**src/rtl/an_np_params.svh**
```systemverilog
// Offsets, field positions and reset values of the next-page register group
`ifndef AN_NP_PARAMS_SVH
`define AN_NP_PARAMS_SVH

// Register offsets on the management register port
`define AN_EXPANSION_ADDR 5'h06
`define AN_NP_TX_ADDR 5'h07
`define AN_NP_RX_ADDR 5'h08

// Expansion register fields
`define EXP_BASE_PAGE_BIT 5
`define EXP_PAR_FAULT_BIT 4
`define EXP_PARTNER_NP_BIT 3
`define EXP_LOCAL_NP_BIT 2
`define EXP_PAGE_RX_BIT 1
`define EXP_PARTNER_AN_BIT 0
`define EXP_LOCAL_NP_VALUE 1'h1

// Link code word fields, shared by transmit and receive next pages
`define NP_MORE_PAGES_BIT 15
`define NP_ACK_BIT 14
`define NP_MSG_PAGE_BIT 13
`define NP_SECOND_ACKNOWLEDGE_BIT 12
`define NP_TOGGLE_BIT 11
`define NP_CODE_MSB 10
`define NP_CODE_LSB 0

// Reset values
`define NP_TX_RESET 16'h2001
`define NP_RX_RESET 16'h0000
`define WORD_ZERO 16'h0000

`endif

```
**src/rtl/an_np_pkg.sv**
```systemverilog
// Types shared by the next-page register group
package an_np_pkg;
  typedef logic [15:0] word_t;
  typedef logic [4:0] reg_addr_t;
endpackage

```
**src/rtl/autoneg_next_page_regs.sv**
```systemverilog
// Auto-negotiation expansion, next-page transmit and next-page receive registers
//
// Contract
// - Latch base page status; only with alt feature
// - Parallel detection fault latches until read
// - Report partner next-page ability, read-only
// - Local next-page ability always reads one
// - Store received page, then flag page received
// - Expansion read clears page received afterwards
// - Alt feature: clear on no-rx or txdisable
// - Report partner auto-negotiation ability, read-only
// - Reserved transmit bit read-only, reads zero
// - Transmit toggle alternates on every sent page
// - Capture received continuation bit
// - Capture received acknowledge bit
// - Capture received page type bit
// - Capture received second acknowledge bit
// - Capture received toggle bit
`timescale 1ns/1ps
`default_nettype none
`include "an_np_params.svh"

module autoneg_next_page_regs (
  input wire logic clk_in,
  input wire logic rst_n_in,
  // Management register port
  input wire an_np_pkg::reg_addr_t mgmt_addr_in,
  input wire logic mgmt_wr_in,
  input wire logic mgmt_rd_in,
  input wire an_np_pkg::word_t mgmt_wdata_in,
  output an_np_pkg::word_t mgmt_rdata_out,
  output logic mgmt_rdata_valid_out,
  // Configuration and line-side status from the arbitration logic
  input wire logic alt_page_feature_enable_in,
  input wire logic base_page_var_in,
  input wire logic parallel_fault_in,
  input wire logic partner_np_able_in,
  input wire logic partner_an_able_in,
  input wire logic mr_page_rx_in,
  input wire logic transmit_disable_in,
  // Received pages
  input wire logic page_rx_in,
  input wire logic page_is_next_in,
  input wire an_np_pkg::word_t page_word_in,
  output an_np_pkg::word_t base_page_word_out,
  // Transmitted next pages
  input wire logic tx_page_ack_in,
  output an_np_pkg::word_t tx_word_out,
  output logic tx_word_valid_out
);
  import an_np_pkg::*;

  // Transmit next-page fields; the reserved bit has no store
  logic tx_more_pages_follow;
  logic tx_page_type_message;
  logic tx_second_acknowledge;
  logic tx_toggle;
  logic [`NP_CODE_MSB:`NP_CODE_LSB] tx_code;
  word_t np_tx;

  // Receive next-page fields, written only by arriving pages
  logic rx_more_pages_follow;
  logic rx_ack;
  logic rx_page_type_message;
  logic rx_second_acknowledge;
  logic rx_toggle;
  logic [`NP_CODE_MSB:`NP_CODE_LSB] rx_code;
  word_t np_rx;

  // Expansion flags, decode strobes and the read mux
  logic base_page_seen;
  logic par_fault_seen;
  logic page_received;
  logic exp_read;
  logic np_tx_write;
  logic np_rx_page;
  logic base_rx_page;
  logic base_page_set;
  logic alt_clear;
  word_t exp_value;
  word_t next_rdata;

  // Reset images as words, so single fields can be picked out
  localparam word_t TX_RESET_WORD = `NP_TX_RESET;
  localparam word_t RX_RESET_WORD = `NP_RX_RESET;

  // Address match, used by both the read and the write decode
  function automatic logic hit(input reg_addr_t addr, input reg_addr_t target);
    hit = (addr == target);
  endfunction

  // Latching-high flag; a set in the clearing cycle is kept
  function automatic logic next_latch(input logic cur, input logic set, input logic clr);
    next_latch = set | (cur & ~clr);
  endfunction

  // Code field of a link code word, shared by both directions
  function automatic logic [`NP_CODE_MSB:`NP_CODE_LSB] code_field(input word_t w);
    code_field = w[`NP_CODE_MSB:`NP_CODE_LSB];
  endfunction

  // Strobe decode; writes to offsets 6 and 8 reach no store
  assign exp_read = mgmt_rd_in && hit(mgmt_addr_in, `AN_EXPANSION_ADDR);
  assign np_tx_write = mgmt_wr_in && hit(mgmt_addr_in, `AN_NP_TX_ADDR);

  // Page arrival split by page kind
  assign np_rx_page = page_rx_in && page_is_next_in;
  assign base_rx_page = page_rx_in && !page_is_next_in;

  // Alt feature gates both the base page latch and the extra clear
  assign base_page_set = alt_page_feature_enable_in && base_page_var_in;
  assign alt_clear = alt_page_feature_enable_in
    && (!mr_page_rx_in || transmit_disable_in);

  // Transmit register image as software reads it
  always_comb begin
    np_tx = `WORD_ZERO;
    np_tx[`NP_MORE_PAGES_BIT] = tx_more_pages_follow;
    // Reserved bit left at zero, whatever was written
    np_tx[`NP_MSG_PAGE_BIT] = tx_page_type_message;
    np_tx[`NP_SECOND_ACKNOWLEDGE_BIT] = tx_second_acknowledge;
    np_tx[`NP_TOGGLE_BIT] = tx_toggle;
    np_tx[`NP_CODE_MSB:`NP_CODE_LSB] = tx_code;
  end

  // Receive register image, fields as the partner sent them
  always_comb begin
    np_rx = `WORD_ZERO;
    np_rx[`NP_MORE_PAGES_BIT] = rx_more_pages_follow;
    np_rx[`NP_ACK_BIT] = rx_ack;
    np_rx[`NP_MSG_PAGE_BIT] = rx_page_type_message;
    np_rx[`NP_SECOND_ACKNOWLEDGE_BIT] = rx_second_acknowledge;
    np_rx[`NP_TOGGLE_BIT] = rx_toggle;
    np_rx[`NP_CODE_MSB:`NP_CODE_LSB] = rx_code;
  end

  // Expansion register image; reserved bits read zero
  // Partner ability bits pass through live, not latched
  always_comb begin
    exp_value = `WORD_ZERO;
    exp_value[`EXP_BASE_PAGE_BIT] = base_page_seen;
    exp_value[`EXP_PAR_FAULT_BIT] = par_fault_seen;
    exp_value[`EXP_PARTNER_NP_BIT] = partner_np_able_in;
    exp_value[`EXP_LOCAL_NP_BIT] = `EXP_LOCAL_NP_VALUE;
    exp_value[`EXP_PAGE_RX_BIT] = page_received;
    exp_value[`EXP_PARTNER_AN_BIT] = partner_an_able_in;
  end

  // Read mux; unmapped offsets read zero
  always_comb begin
    unique case (mgmt_addr_in)
      `AN_EXPANSION_ADDR: next_rdata = exp_value;
      `AN_NP_TX_ADDR: next_rdata = np_tx;
      `AN_NP_RX_ADDR: next_rdata = np_rx;
      default: next_rdata = `WORD_ZERO;
    endcase
  end

  // Read data registered; the old flag values go out before the clear lands
  always_ff @(posedge clk_in or negedge rst_n_in) begin
    if (!rst_n_in) begin
      mgmt_rdata_out <= `WORD_ZERO;
    end else if (mgmt_rd_in) begin
      mgmt_rdata_out <= next_rdata;
    end
  end

  // Read valid pulse, one cycle behind the strobe
  always_ff @(posedge clk_in or negedge rst_n_in) begin
    if (!rst_n_in) begin
      mgmt_rdata_valid_out <= 1'b0;
    end else begin
      mgmt_rdata_valid_out <= mgmt_rd_in;
    end
  end

  // Base page status; clears on an expansion read
  always_ff @(posedge clk_in or negedge rst_n_in) begin
    if (!rst_n_in) begin
      base_page_seen <= 1'b0;
    end else begin
      base_page_seen <= next_latch(base_page_seen, base_page_set, exp_read);
    end
  end

  // Fault latch: a new fault in the read cycle survives the clear
  always_ff @(posedge clk_in or negedge rst_n_in) begin
    if (!rst_n_in) begin
      par_fault_seen <= 1'b0;
    end else begin
      par_fault_seen <= next_latch(par_fault_seen, parallel_fault_in, exp_read);
    end
  end

  // Page received flag; arrival wins over every clear source
  always_ff @(posedge clk_in or negedge rst_n_in) begin
    if (!rst_n_in) begin
      page_received <= 1'b0;
    end else begin
      page_received <= next_latch(page_received, page_rx_in,
        exp_read || alt_clear);
    end
  end

  // Transmit fields are plain stores; nothing here checks that software
  // keeps the continuation bit or the second acknowledge meaningful.
  // The toggle is the only field that hardware moves on its own, so a
  // write that lands with an acknowledge loses its toggle value.

  // Continuation bit, set by software until its last page
  always_ff @(posedge clk_in or negedge rst_n_in) begin
    if (!rst_n_in) begin
      tx_more_pages_follow <= TX_RESET_WORD[`NP_MORE_PAGES_BIT];
    end else if (np_tx_write) begin
      tx_more_pages_follow <= mgmt_wdata_in[`NP_MORE_PAGES_BIT];
    end
  end

  // Page type of the outgoing next page
  always_ff @(posedge clk_in or negedge rst_n_in) begin
    if (!rst_n_in) begin
      tx_page_type_message <= TX_RESET_WORD[`NP_MSG_PAGE_BIT];
    end else if (np_tx_write) begin
      tx_page_type_message <= mgmt_wdata_in[`NP_MSG_PAGE_BIT];
    end
  end

  // Second acknowledge, set by software when it can comply
  always_ff @(posedge clk_in or negedge rst_n_in) begin
    if (!rst_n_in) begin
      tx_second_acknowledge <= TX_RESET_WORD[`NP_SECOND_ACKNOWLEDGE_BIT];
    end else if (np_tx_write) begin
      tx_second_acknowledge <= mgmt_wdata_in[`NP_SECOND_ACKNOWLEDGE_BIT];
    end
  end

  // Toggle flips per sent page, even over a same-cycle write
  always_ff @(posedge clk_in or negedge rst_n_in) begin
    if (!rst_n_in) begin
      tx_toggle <= TX_RESET_WORD[`NP_TOGGLE_BIT];
    end else if (tx_page_ack_in) begin
      tx_toggle <= ~tx_toggle;
    end else if (np_tx_write) begin
      tx_toggle <= mgmt_wdata_in[`NP_TOGGLE_BIT];
    end
  end

  // Message or unformatted code field of the outgoing page
  always_ff @(posedge clk_in or negedge rst_n_in) begin
    if (!rst_n_in) begin
      tx_code <= TX_RESET_WORD[`NP_CODE_MSB:`NP_CODE_LSB];
    end else if (np_tx_write) begin
      tx_code <= code_field(mgmt_wdata_in);
    end
  end

  // Partner continuation bit
  always_ff @(posedge clk_in or negedge rst_n_in) begin
    if (!rst_n_in) begin
      rx_more_pages_follow <= RX_RESET_WORD[`NP_MORE_PAGES_BIT];
    end else if (np_rx_page) begin
      rx_more_pages_follow <= page_word_in[`NP_MORE_PAGES_BIT];
    end
  end

  // Partner acknowledge of our code word
  always_ff @(posedge clk_in or negedge rst_n_in) begin
    if (!rst_n_in) begin
      rx_ack <= RX_RESET_WORD[`NP_ACK_BIT];
    end else if (np_rx_page) begin
      rx_ack <= page_word_in[`NP_ACK_BIT];
    end
  end

  // Partner page type
  always_ff @(posedge clk_in or negedge rst_n_in) begin
    if (!rst_n_in) begin
      rx_page_type_message <= RX_RESET_WORD[`NP_MSG_PAGE_BIT];
    end else if (np_rx_page) begin
      rx_page_type_message <= page_word_in[`NP_MSG_PAGE_BIT];
    end
  end

  // Partner second acknowledge
  always_ff @(posedge clk_in or negedge rst_n_in) begin
    if (!rst_n_in) begin
      rx_second_acknowledge <= RX_RESET_WORD[`NP_SECOND_ACKNOWLEDGE_BIT];
    end else if (np_rx_page) begin
      rx_second_acknowledge <= page_word_in[`NP_SECOND_ACKNOWLEDGE_BIT];
    end
  end

  // Partner toggle, kept as received
  always_ff @(posedge clk_in or negedge rst_n_in) begin
    if (!rst_n_in) begin
      rx_toggle <= RX_RESET_WORD[`NP_TOGGLE_BIT];
    end else if (np_rx_page) begin
      rx_toggle <= page_word_in[`NP_TOGGLE_BIT];
    end
  end

  // Partner code field
  always_ff @(posedge clk_in or negedge rst_n_in) begin
    if (!rst_n_in) begin
      rx_code <= RX_RESET_WORD[`NP_CODE_MSB:`NP_CODE_LSB];
    end else if (np_rx_page) begin
      rx_code <= code_field(page_word_in);
    end
  end

  // Base page store for the partner ability register outside this block
  always_ff @(posedge clk_in or negedge rst_n_in) begin
    if (!rst_n_in) begin
      base_page_word_out <= `WORD_ZERO;
    end else if (base_rx_page) begin
      base_page_word_out <= page_word_in;
    end
  end

  // Next link code word issued once the previous one is acknowledged
  always_ff @(posedge clk_in or negedge rst_n_in) begin
    if (!rst_n_in) begin
      tx_word_out <= `WORD_ZERO;
    end else if (tx_page_ack_in) begin
      tx_word_out <= np_tx;
    end
  end

  // Word valid pulse; the word itself holds until the next acknowledge
  // so a slow consumer may still pick it up later
  always_ff @(posedge clk_in or negedge rst_n_in) begin
    if (!rst_n_in) begin
      tx_word_valid_out <= 1'b0;
    end else begin
      tx_word_valid_out <= tx_page_ack_in;
    end
  end

endmodule

`default_nettype wire

```
**config.mk**
```make
export PLATFORM = sky130hd
export DESIGN_NAME = autoneg_next_page_regs
export DESIGN_NICKNAME = d
export VERILOG_FILES = /design/src/rtl/an_np_pkg.sv /design/src/rtl/autoneg_next_page_regs.sv
export VERILOG_INCLUDE_DIRS = /design/src /design/src/rtl
export SDC_FILE = /design/constraint.sdc
export NUM_CORES = 1
export LEC_CHECK = 0
export BUFFER_PORTS_ARGS = -buffer_cell sky130_fd_sc_hd__buf_2
export CORE_MARGIN = 2
export CORE_UTILIZATION = 55
export CTS_BUF_LIST = sky130_fd_sc_hd__clkbuf_4 sky130_fd_sc_hd__clkbuf_8 sky130_fd_sc_hd__clkbuf_16
export DETAILED_ROUTE_END_ITERATION = 8
export PLACE_DENSITY = 0.83
export SLEW_MARGIN = 5
export SYNTH_ARGS = -nofsm -noshare
export SYNTH_HDL_FRONTEND = slang
export SYNTH_SLANG_ARGS = --single-unit
```
**constraint.sdc**
```tcl
create_clock -name clk_in -period 2.4 [get_ports clk_in]
set_clock_uncertainty 0.2 [all_clocks]
set_input_delay 0.48 -clock clk_in [delete_from_list [all_inputs] [get_ports clk_in]]
set_output_delay 0.48 -clock clk_in [all_outputs]
set_load 0.005 [all_outputs]
```
==> results.md, run 1 <==
* Status: finished clean
* R2R Setup Slk at 1100 ps
* Ant diodes at 0
* Total global routing overflow at 0
* Crit path arrival time at 1890 ps
* Post-Layout Cell Count at 433
* Maximum VDD drop at 0.4791 mV
* Placed cells at 416
* Vias in the first global route at 2524
* Delay-heaviest family, CP: compound AO/OA/AOI/OAI gates
* FF+latch count, synth at 83
* Worst path slowest cell: o211ai_1
* Cell area power density at 813.7 nW/µm²
* Starting Density at 56.17%
* Relative slew slack at 25.28%
* Critical path buffers and inverters at 1
* CP Launch Type: primary input
* LEAKAGE at 0.002094 µW
* F_max at 521.4 MHz
* Final setup viols at 0
* Largest fanout on the critical path at 14
* DR vias/cell at 5.520
* CTS Buffer Depth at 2
* RR Endpoint: mgmt_rdata_out[1]
* Area after DPL at 4074 µm²
* Final min period at 1918 ps
* DR vias at 2390
* Post-Syn Nets at 302
* CP required at 2370 ps
* Skew-Pair Late Insertion Delay at 350 ps
* Min-Delay Startpoint: parallel_fault_in
* Final ANT Viol Nets at 0
* Post-route cell area at 4363 µm²
* Distinct cells, synth at 33
* CTS buffer count at 9
* Syn Area/Cell at 14.05 µm²
* Synth warn at 0
* Fin. max-slew vios at 0
* Reg2reg path depth at 3
* Final nets at 402
* Die W at 84.07 µm
* Worst Tran Pin Value at 1116 ps
* Setup TNS Final at 0 ps
* Crit path capture type: register
* H-tree depth at 3
* Die extent in y at 84.07 µm
* Clock sinks at 83
* WHS Path Cells at 2
* Mapped Cells at 251
* Register area share after synthesis at 58.98%
* CTS tree: built
* # rows at 29
* Largest net degree at the start of global routing at 37
* # Post-CTS Setup Buffers at 0
* Filler Cell Count at 470
* Routed len/inst at 16.91 µm
* Core Region at 6277 µm²
* First-pass GRT wire length at 12080 µm
* CP cell instances: buf_2 -> and3b_1 -> o211ai_1 -> o22ai_1
* RSZ-0062 raised after global routing: false
* DP HPWL at 5318 µm
* Tcrit/Tclk final at 79.91%
* Routed Wire Length at 7322 µm
* Crit-path max cell delay at 880 ps
* Port bufs at 98
* Final Hold Viols at 0
* Gpl congestion at 0.8297
* DRC errors left at 0
* Synthesis-to-finish area growth at 23.74%
* Max cap viols at 0
* Gr usage total at 21.96%
* CTS root buf: clkbuf_8
* Mapped cell area at 3526 µm²
* Hold/Removal Path Class: primary input to register
* Hold path endpoint: par_fault_seen
* Pre-antenna DRT Iters at 4
* Die area at 7067 µm²
* CP Class: primary input to register
* Final Core Density at 69.50%
* Initial DRC Count at 57
* Share of cells above drive strength 1 at 53.93%
* CTS clk-pin slew, worst paths at 80 ps
* Boundary pin count at 101
* Initial antenna violation count at 0
* Worst r2r src: tx_code[1]
## power breakdown
| group | internal (µW) | switching, µW |
|---|---|---|
| combinational | 307 | 199 |
| sequential | 1590 | 110 |
| clock | 865 | 477 |
| total | 2770 | 785 |
## logic make-up after synthesis
kind of cell,count (synthesis),share of synthesized area (%)
AOI/OAI and AO/OA,38,7.913
muxes,67,22.43
buffers and inverters,34,4.826
DFF,83,58.98
other,1,0.1064
and+or+nand+nor,28,5.749
## state kept, by name (all words and copies together), names as in the netlist, 11 cells and up
| signal | flops |
|---|---|
| base_page_word_out | 16 |
| tx_code | 11 |
| tx_word_out | 15 |
| mgmt_rdata_out | 16 |
| rx_code | 11 |
## area by class of cell
type	instances	area, µm²	share of cell area [%]
flip-flops and latches	83	2079	47.66
multi-input cells	134	1276	29.25
well taps	77	96.34	2.208
clock inverters	4	120.1	2.753
inverters	17	63.81	1.463
clock buffers	12	158.9	3.642
repair buffers	106	568.0	13.02
## what timing repair did
item | CTS | global route
hold endpoints to repair | 26 | 0
endpoints found under the setup margin | 0 | 0
resized for setup | 0 | 0
hold buffers | 1 | 0
## how the worst max path moves through the flow
stage               depth (start not counted)            start  slack (ps)                end
global route                                4  mgmt_addr_in[1]         350  mgmt_rdata_out[6]
floorplan                                   6  mgmt_addr_in[3]         510         tx_code[1]
detailed placement                          4  mgmt_addr_in[1]         110  mgmt_rdata_out[6]
global placement                            4  mgmt_addr_in[1]         190  mgmt_rdata_out[9]
CTS                                         4  mgmt_addr_in[1]         490  mgmt_rdata_out[6]
finish                                      4  mgmt_addr_in[1]         480  mgmt_rdata_out[6]
## cells in the mapped netlist
master    number  area share [%]
nand2b_1       1            0.18
buf_12         1            0.57
a41oi_1        1            0.25
a41o_1         2            0.57
o211ai_1       1            0.21
nand3b_1       1            0.21
buf_4          1            0.21
a31o_2         1            0.25
a21oi_1        1            0.14
and3b_1        1            0.25
dfrtp_1       81              57
mux2_2        56              18
and2_1         9             1.6
nor2b_1       11             2.0
conb_1         1            0.11
o21ai_0        1            0.14
buf_2          6            0.85
inv_1         17             1.8
dfstp_2        2             1.5
and4bb_1       1            0.35
and3_4         1            0.32
a32oi_1        6             1.5
buf_6          2            0.64
o22ai_1       14             2.5
nand2_1        1            0.11
nor2_1         1            0.11
clkbuf_1       7            0.75
a21o_1         1            0.21
a22oi_1        9             1.9
mux2_4        10             4.3
mux2i_1        1            0.28
a22o_1         1            0.25
nor4b_4        1            0.67
## stage by stage
step                      hold slack [ps]  power (µW)  worst slack (ps)
after floorplan                    -15.59        1990             507.3
after global placement              218.4        2214             185.7
after detailed placement            226.2        2245             106.8
after CTS                           114.7        3595             488.3
after global routing                120.1        3718             350.0
final                               133.7        3550             482.1
## placed cells by master (no fill, tap or decap)
| cell type | count |
|---|---|
| dfstp_2 | 2 |
| bufinv_16 | 4 |
| clkbuf_8 | 11 |
| a22o_1 | 1 |
| nand2_1 | 1 |
| dfrtp_1 | 81 |
| a32oi_1 | 6 |
| nor4b_4 | 1 |
| buf_12 | 1 |
| and3b_1 | 1 |
| nand2b_1 | 1 |
| and2_1 | 9 |
| mux2_4 | 10 |
| a21oi_1 | 1 |
| o22ai_1 | 14 |
| a31o_2 | 1 |
| conb_1 | 1 |
| a22oi_1 | 9 |
| a41oi_1 | 1 |
| a21o_1 | 1 |
| nor2b_1 | 11 |
| and3_4 | 1 |
| a41o_1 | 2 |
| clkbuf_4 | 1 |
| buf_4 | 7 |
| o211ai_1 | 1 |
| dlygate4sd3_1 | 1 |
| inv_1 | 17 |
| nand3b_1 | 1 |
| o21ai_0 | 1 |
| buf_2 | 97 |
| and4bb_1 | 1 |
| nor2_1 | 1 |
| mux2_2 | 56 |
| mux2i_1 | 1 |
## per-layer routing
metal  global-route usage, %  wire length, µm  vias up  part of all wire [%]
li1                        -                -     1090                     -
met1                   27.89             3020     1192                    41
met3                   5.341              514       12                   7.0
met2                   36.00             3662       96                    50
met5                       0                0        -                     0
met4                   9.238              125        0                   1.7
(Power assumes the default switching activity.)
==> run 2, diff against run 1 <==
--- a/config.mk
+++ b/config.mk
@@ -8,10 +8,10 @@
 export LEC_CHECK = 0
 export BUFFER_PORTS_ARGS = -buffer_cell sky130_fd_sc_hd__buf_2
 export CORE_MARGIN = 2
-export CORE_UTILIZATION = 55
+export CORE_UTILIZATION = 47
 export CTS_BUF_LIST = sky130_fd_sc_hd__clkbuf_4 sky130_fd_sc_hd__clkbuf_8 sky130_fd_sc_hd__clkbuf_16
 export DETAILED_ROUTE_END_ITERATION = 8
-export PLACE_DENSITY = 0.83
+export PLACE_DENSITY = 0.75
 export SLEW_MARGIN = 5
 export SYNTH_ARGS = -nofsm -noshare
 export SYNTH_HDL_FRONTEND = slang
==> constraint.sdc (replaced) <==
create_clock -name clk_in -period 1.6 [get_ports clk_in]
set_clock_uncertainty 0.2 [all_clocks]
set_input_delay 0.32 -clock clk_in [delete_from_list [all_inputs] [get_ports clk_in]]
set_output_delay 0.32 -clock clk_in [all_outputs]
set_load 0.005 [all_outputs]
==> results.md, run 2 (synthesized netlist as in run 1, its figures left out) <==
* RSZ-0062 raised after global routing: false
* Skew-Pair Late Insertion Delay at 340 ps
* Crit path arrival time at 1450 ps
* Boundary pin count at 101
* Top Registers: base_page_word_out (16), mgmt_rdata_out (16), tx_word_out (15)
* Cell area power density at 1129 nW/µm²
* Final min period at 1430 ps
* F_max at 699.1 MHz
* Max cap viols at 0
* Fin. max-slew vios at 0
* Hold WS at 15.11 ps
* Crit path capture type: register
* Area after DPL at 4222 µm²
* Die extent in y at 90.62 µm
* Status: finished clean
* Multi-input gate area at 1276 µm²
* Initial antenna violation count at 0
* CP required at 1620 ps
* Gpl congestion at 0.7621
* Tcrit/Tclk final at 89.40%
* Highest-count cells in the layout ignoring fill and taps: 97 x buf_2, 81 x dfrtp_1, 56 x mux2_2
* Vias in the first global route at 2457
* First-pass GRT wire length at 12340 µm
* # Post-CTS Setup Buffers at 0
* DR vias/cell at 5.123
* CTS clk-pin slew, worst paths at 80 ps
* CP Launch Type: primary input
* Commonest non-fill, non-tap cell in the layout: buf_2
* Pre-antenna DRT Iters at 4
* Total global routing overflow at 0
* CTS tree: built
* Die area at 8211 µm²
* DR vias at 2413
* Filler Cell Count at 600
* Final setup viols at 0
* Routed len/inst at 15.89 µm
* Clock sinks at 83
* Hold/Removal Path Class: primary input to register
* DRC errors left at 0
* CTS buffer count at 9
* Post-route cell area at 4526 µm²
* Largest fanout on the critical path at 14
* Core Region at 7253 µm²
* Largest net degree at the start of global routing at 30
* Hold_buf cts at 7
* Die W at 90.62 µm
* Final nets at 419
* Starting Density at 48.61%
* Maximum VDD drop at 0.5387 mV
* Port bufs at 98
* CTS root buf: clkbuf_8
* Post-CTS sizing at 0
* DP HPWL at 5655 µm
* LEAKAGE at 0.002162 µW
* Initial DRC Count at 139
* Ant diodes at 0
* Total area of sequential cells at 2079 µm²
* Routed Wire Length at 7485 µm
* H-tree depth at 3
* # rows at 31
* CTS Buffer Depth at 2
* Final Hold Viols at 0
* Final ANT Viol Nets at 0
* Gr usage total at 19.11%
* CP Class: primary input to register
* Share of cells above drive strength 1 at 54.30%
* Synthesis-to-finish area growth at 28.35%
## run 2: worst paths after layout
path	startpoint	to	slack, ps	cells after the start
min	mgmt_wdata_in[10]	tx_code[10]	20	2
max reg2reg	tx_code[0]	mgmt_rdata_out[0]	350	3
min in group asynchronous	rst_n_in	tx_word_out[6]	250	2
max in group asynchronous	rst_n_in	base_page_word_out[12]	470	3
max	mgmt_rd_in	mgmt_rdata_out[13]	170	5
min reg2reg	par_fault_seen	par_fault_seen	280	1
## run 2: power breakdown
group	total [µW]	switching, µW	internal [µW]
sequential	2550	162	2390
combinational	803	307	496
clock	1760	713	1040
total	5110	1180	3930
## run 2: layout make-up
| class | count | area share (%) |
|---|---|---|
| clock buffer | 10 | 2.903 |
| inverter | 17 | 1.410 |
| sequential | 83 | 45.95 |
| multi-input combinational | 134 | 28.20 |
| tap | 99 | 2.737 |
| timing repair buffer | 123 | 16.53 |
| clock inverter | 5 | 2.267 |
## run 2: worst max-delay path, cell delays in order
cell           delay [ps]
dlygate4sd3_1         530
buf_2                 170
o211ai_1               90
buf_4                 230
o22ai_1               110
## run 2: per-layer routing
layer | up-vias | global-route usage [%] | part of all wire, %
li1 | 1131 | - | -
met1 | 1184 | 26.91 | 47
met2 | 87 | 29.42 | 46
met3 | 11 | 2.838 | 4.9
met4 | 0 | 8.718 | 1.9
met5 | - | 0 | 0
## run 2: stage by stage
step | TNS, ps | total power (µW) | worst slack [ps] | utilization (%) | instances
3_3_place_gp | -1638 | 3350 | -146.9 | 58.20 | 449
6_report | 0 | 5111 | 169.6 | 62.39 | 471
4_1_cts | 0 | 5155 | 180.7 | 62.39 | 471
2_1_floorplan | -1325 | 2985 | -129.2 | - | 251
3_5_place_dp | -2551 | 3390 | -187.4 | 58.20 | 449
5_1_grt | 0 | 5359 | 136.2 | 62.39 | 471
==> run 3, diff against run 2 <==
--- a/config.mk
+++ b/config.mk
@@ -9,8 +9,8 @@
 export BUFFER_PORTS_ARGS = -buffer_cell sky130_fd_sc_hd__buf_2
 export CORE_MARGIN = 2
 export CORE_UTILIZATION = 47
-export CTS_BUF_LIST = sky130_fd_sc_hd__clkbuf_4 sky130_fd_sc_hd__clkbuf_8 sky130_fd_sc_hd__clkbuf_16
 export DETAILED_ROUTE_END_ITERATION = 8
+export MAX_ROUTING_LAYER = met4
 export PLACE_DENSITY = 0.75
 export SLEW_MARGIN = 5
 export SYNTH_ARGS = -nofsm -noshare
==> results.md, run 3 (synthesized netlist as in run 1, its figures left out) <==
* Status: finished clean
* CTS Buffer Depth at 2
* CP required at 1620 ps
* CP Launch Type: primary input
* CTS buffer count at 9
* Final setup viols at 0
* Filler Cell Count at 600
* Tcrit/Tclk final at 89.31%
* Hold/Removal Path Class: primary input to register
* Total global routing overflow at 0
* First-pass GRT wire length at 12350 µm
* Boundary pin count at 101
* LEAKAGE at 0.002158 µW
* Crit path arrival time at 1450 ps
* Fin. max-slew vios at 0
* Hold_buf cts at 7
* # Post-CTS Setup Buffers at 0
* DP HPWL at 5655 µm
* Final Hold Viols at 0
* Max cap viols at 0
* Synthesis-to-finish area growth at 28.25%
* Skew-Pair Late Insertion Delay at 340 ps
* DRC errors left at 0
* Met2 wire length at 3400 µm
* Area after DPL at 4222 µm²
* Share of cells above drive strength 1 at 54.03%
* Gr usage total at 19.68%
* Top Registers: base_page_word_out (16), mgmt_rdata_out (16), tx_word_out (15)
* Highest-count cells in the layout ignoring fill and taps: 97 x buf_2, 81 x dfrtp_1, 56 x mux2_2
* Gpl congestion at 0.7721
* Die W at 90.62 µm
* Largest net degree at the start of global routing at 30
* Routed len/inst at 15.80 µm
* Core Region at 7253 µm²
* CTS tree: built
* Final Core Density at 62.34%
* Clock sinks at 83
* Largest fanout on the critical path at 14
* Final min period at 1429 ps
* Met3 routed WL at 438 µm
* Highest Signal Layer: met4
* F_max at 699.8 MHz
* Port bufs at 98
* CP Class: primary input to register
* Final ANT Viol Nets at 0
* DR vias/cell at 5.153
* Crit path capture type: register
* Maximum VDD drop at 0.5385 mV
* Post-CTS sizing at 0
* CTS root buf: clkbuf_8
* # rows at 31
* Initial antenna violation count at 0
* Cell area power density at 1125 nW/µm²
* Setup TNS Final at 0 ps
* Die extent in y at 90.62 µm
* Initial DRC Count at 176
* Ant diodes at 0
* Starting Density at 48.61%
* Die area at 8211 µm²
* Routed Wire Length at 7440 µm
* Commonest non-fill, non-tap cell in the layout: buf_2
* Final nets at 419
* DR vias at 2427
* H-tree depth at 3
* Pre-antenna DRT Iters at 4
* Met1 WL at 3433 µm
* Post-route cell area at 4522 µm²
* Vias in the first global route at 2450
* CTS clk-pin slew, worst paths at 80 ps
* RSZ-0062 raised after global routing: false
-- run 3: cell types whose count changed in the layout (fill, tap and decap cells not counted) --
cell      previous run  this run
clkbuf_4             1         0
clkbuf_1             0         1
-- run 3: power by group --
part,internal [µW],leakage (µW),switching (µW)
clock network,1030,0.000112,706
registers,2390,0.00103,161
logic,496,0.00102,306
total,3910,0.00216,1170
-- run 3: layout make-up --
type / count / area (µm²) / area share (%)
Clock inverter: 5 / 102.6 / 2.269
Clock buffer: 10 / 127.6 / 2.822
Sequential cell: 83 / 2079 / 45.99
Tap cell: 99 / 123.9 / 2.739
Multi-Input combinational cell: 134 / 1276 / 28.22
Inverter: 17 / 63.81 / 1.411
Timing Repair Buffer: 123 / 748.2 / 16.55
-- run 3: worst paths after layout --
kind / from / to / slack, ps / depth (start not counted)
max: mgmt_rd_in / mgmt_rdata_out[13] / 170 / 5
min: mgmt_wdata_in[10] / tx_code[10] / 10 / 2
max reg2reg: tx_code[1] / mgmt_rdata_out[1] / 350 / 3
min reg2reg: par_fault_seen / par_fault_seen / 280 / 1
max in group asynchronous: rst_n_in / page_received / 470 / 3
min in group asynchronous: rst_n_in / tx_word_out[6] / 250 / 2
-- run 3: critical path, stage by stage --
cell	delay, ps
dlygate4sd3_1	530
buf_2	170
o211ai_1	90
buf_4	230
o22ai_1	110
-- run 3: metrics by stage --
step                instances  worst slack [ps]  hold WS [ps]  power (µW)
global route              471             134.7         9.401        5342
floorplan                 251            -129.2        -175.6        2985
CTS                       471             180.7        0.1504        5138
finish                    471             171.1         10.78        5086
detailed placement        449            -187.4         81.29        3390
global placement          449            -146.9         81.31        3350
-- run 3: layer usage --
layer / global-route usage [%] / vias to the layer above
met5: - / -
met2: 29.48 / 99
met4: 8.718 / 0
met1: 27.02 / 1190
met3: 2.671 / 12
li1: - / 1126
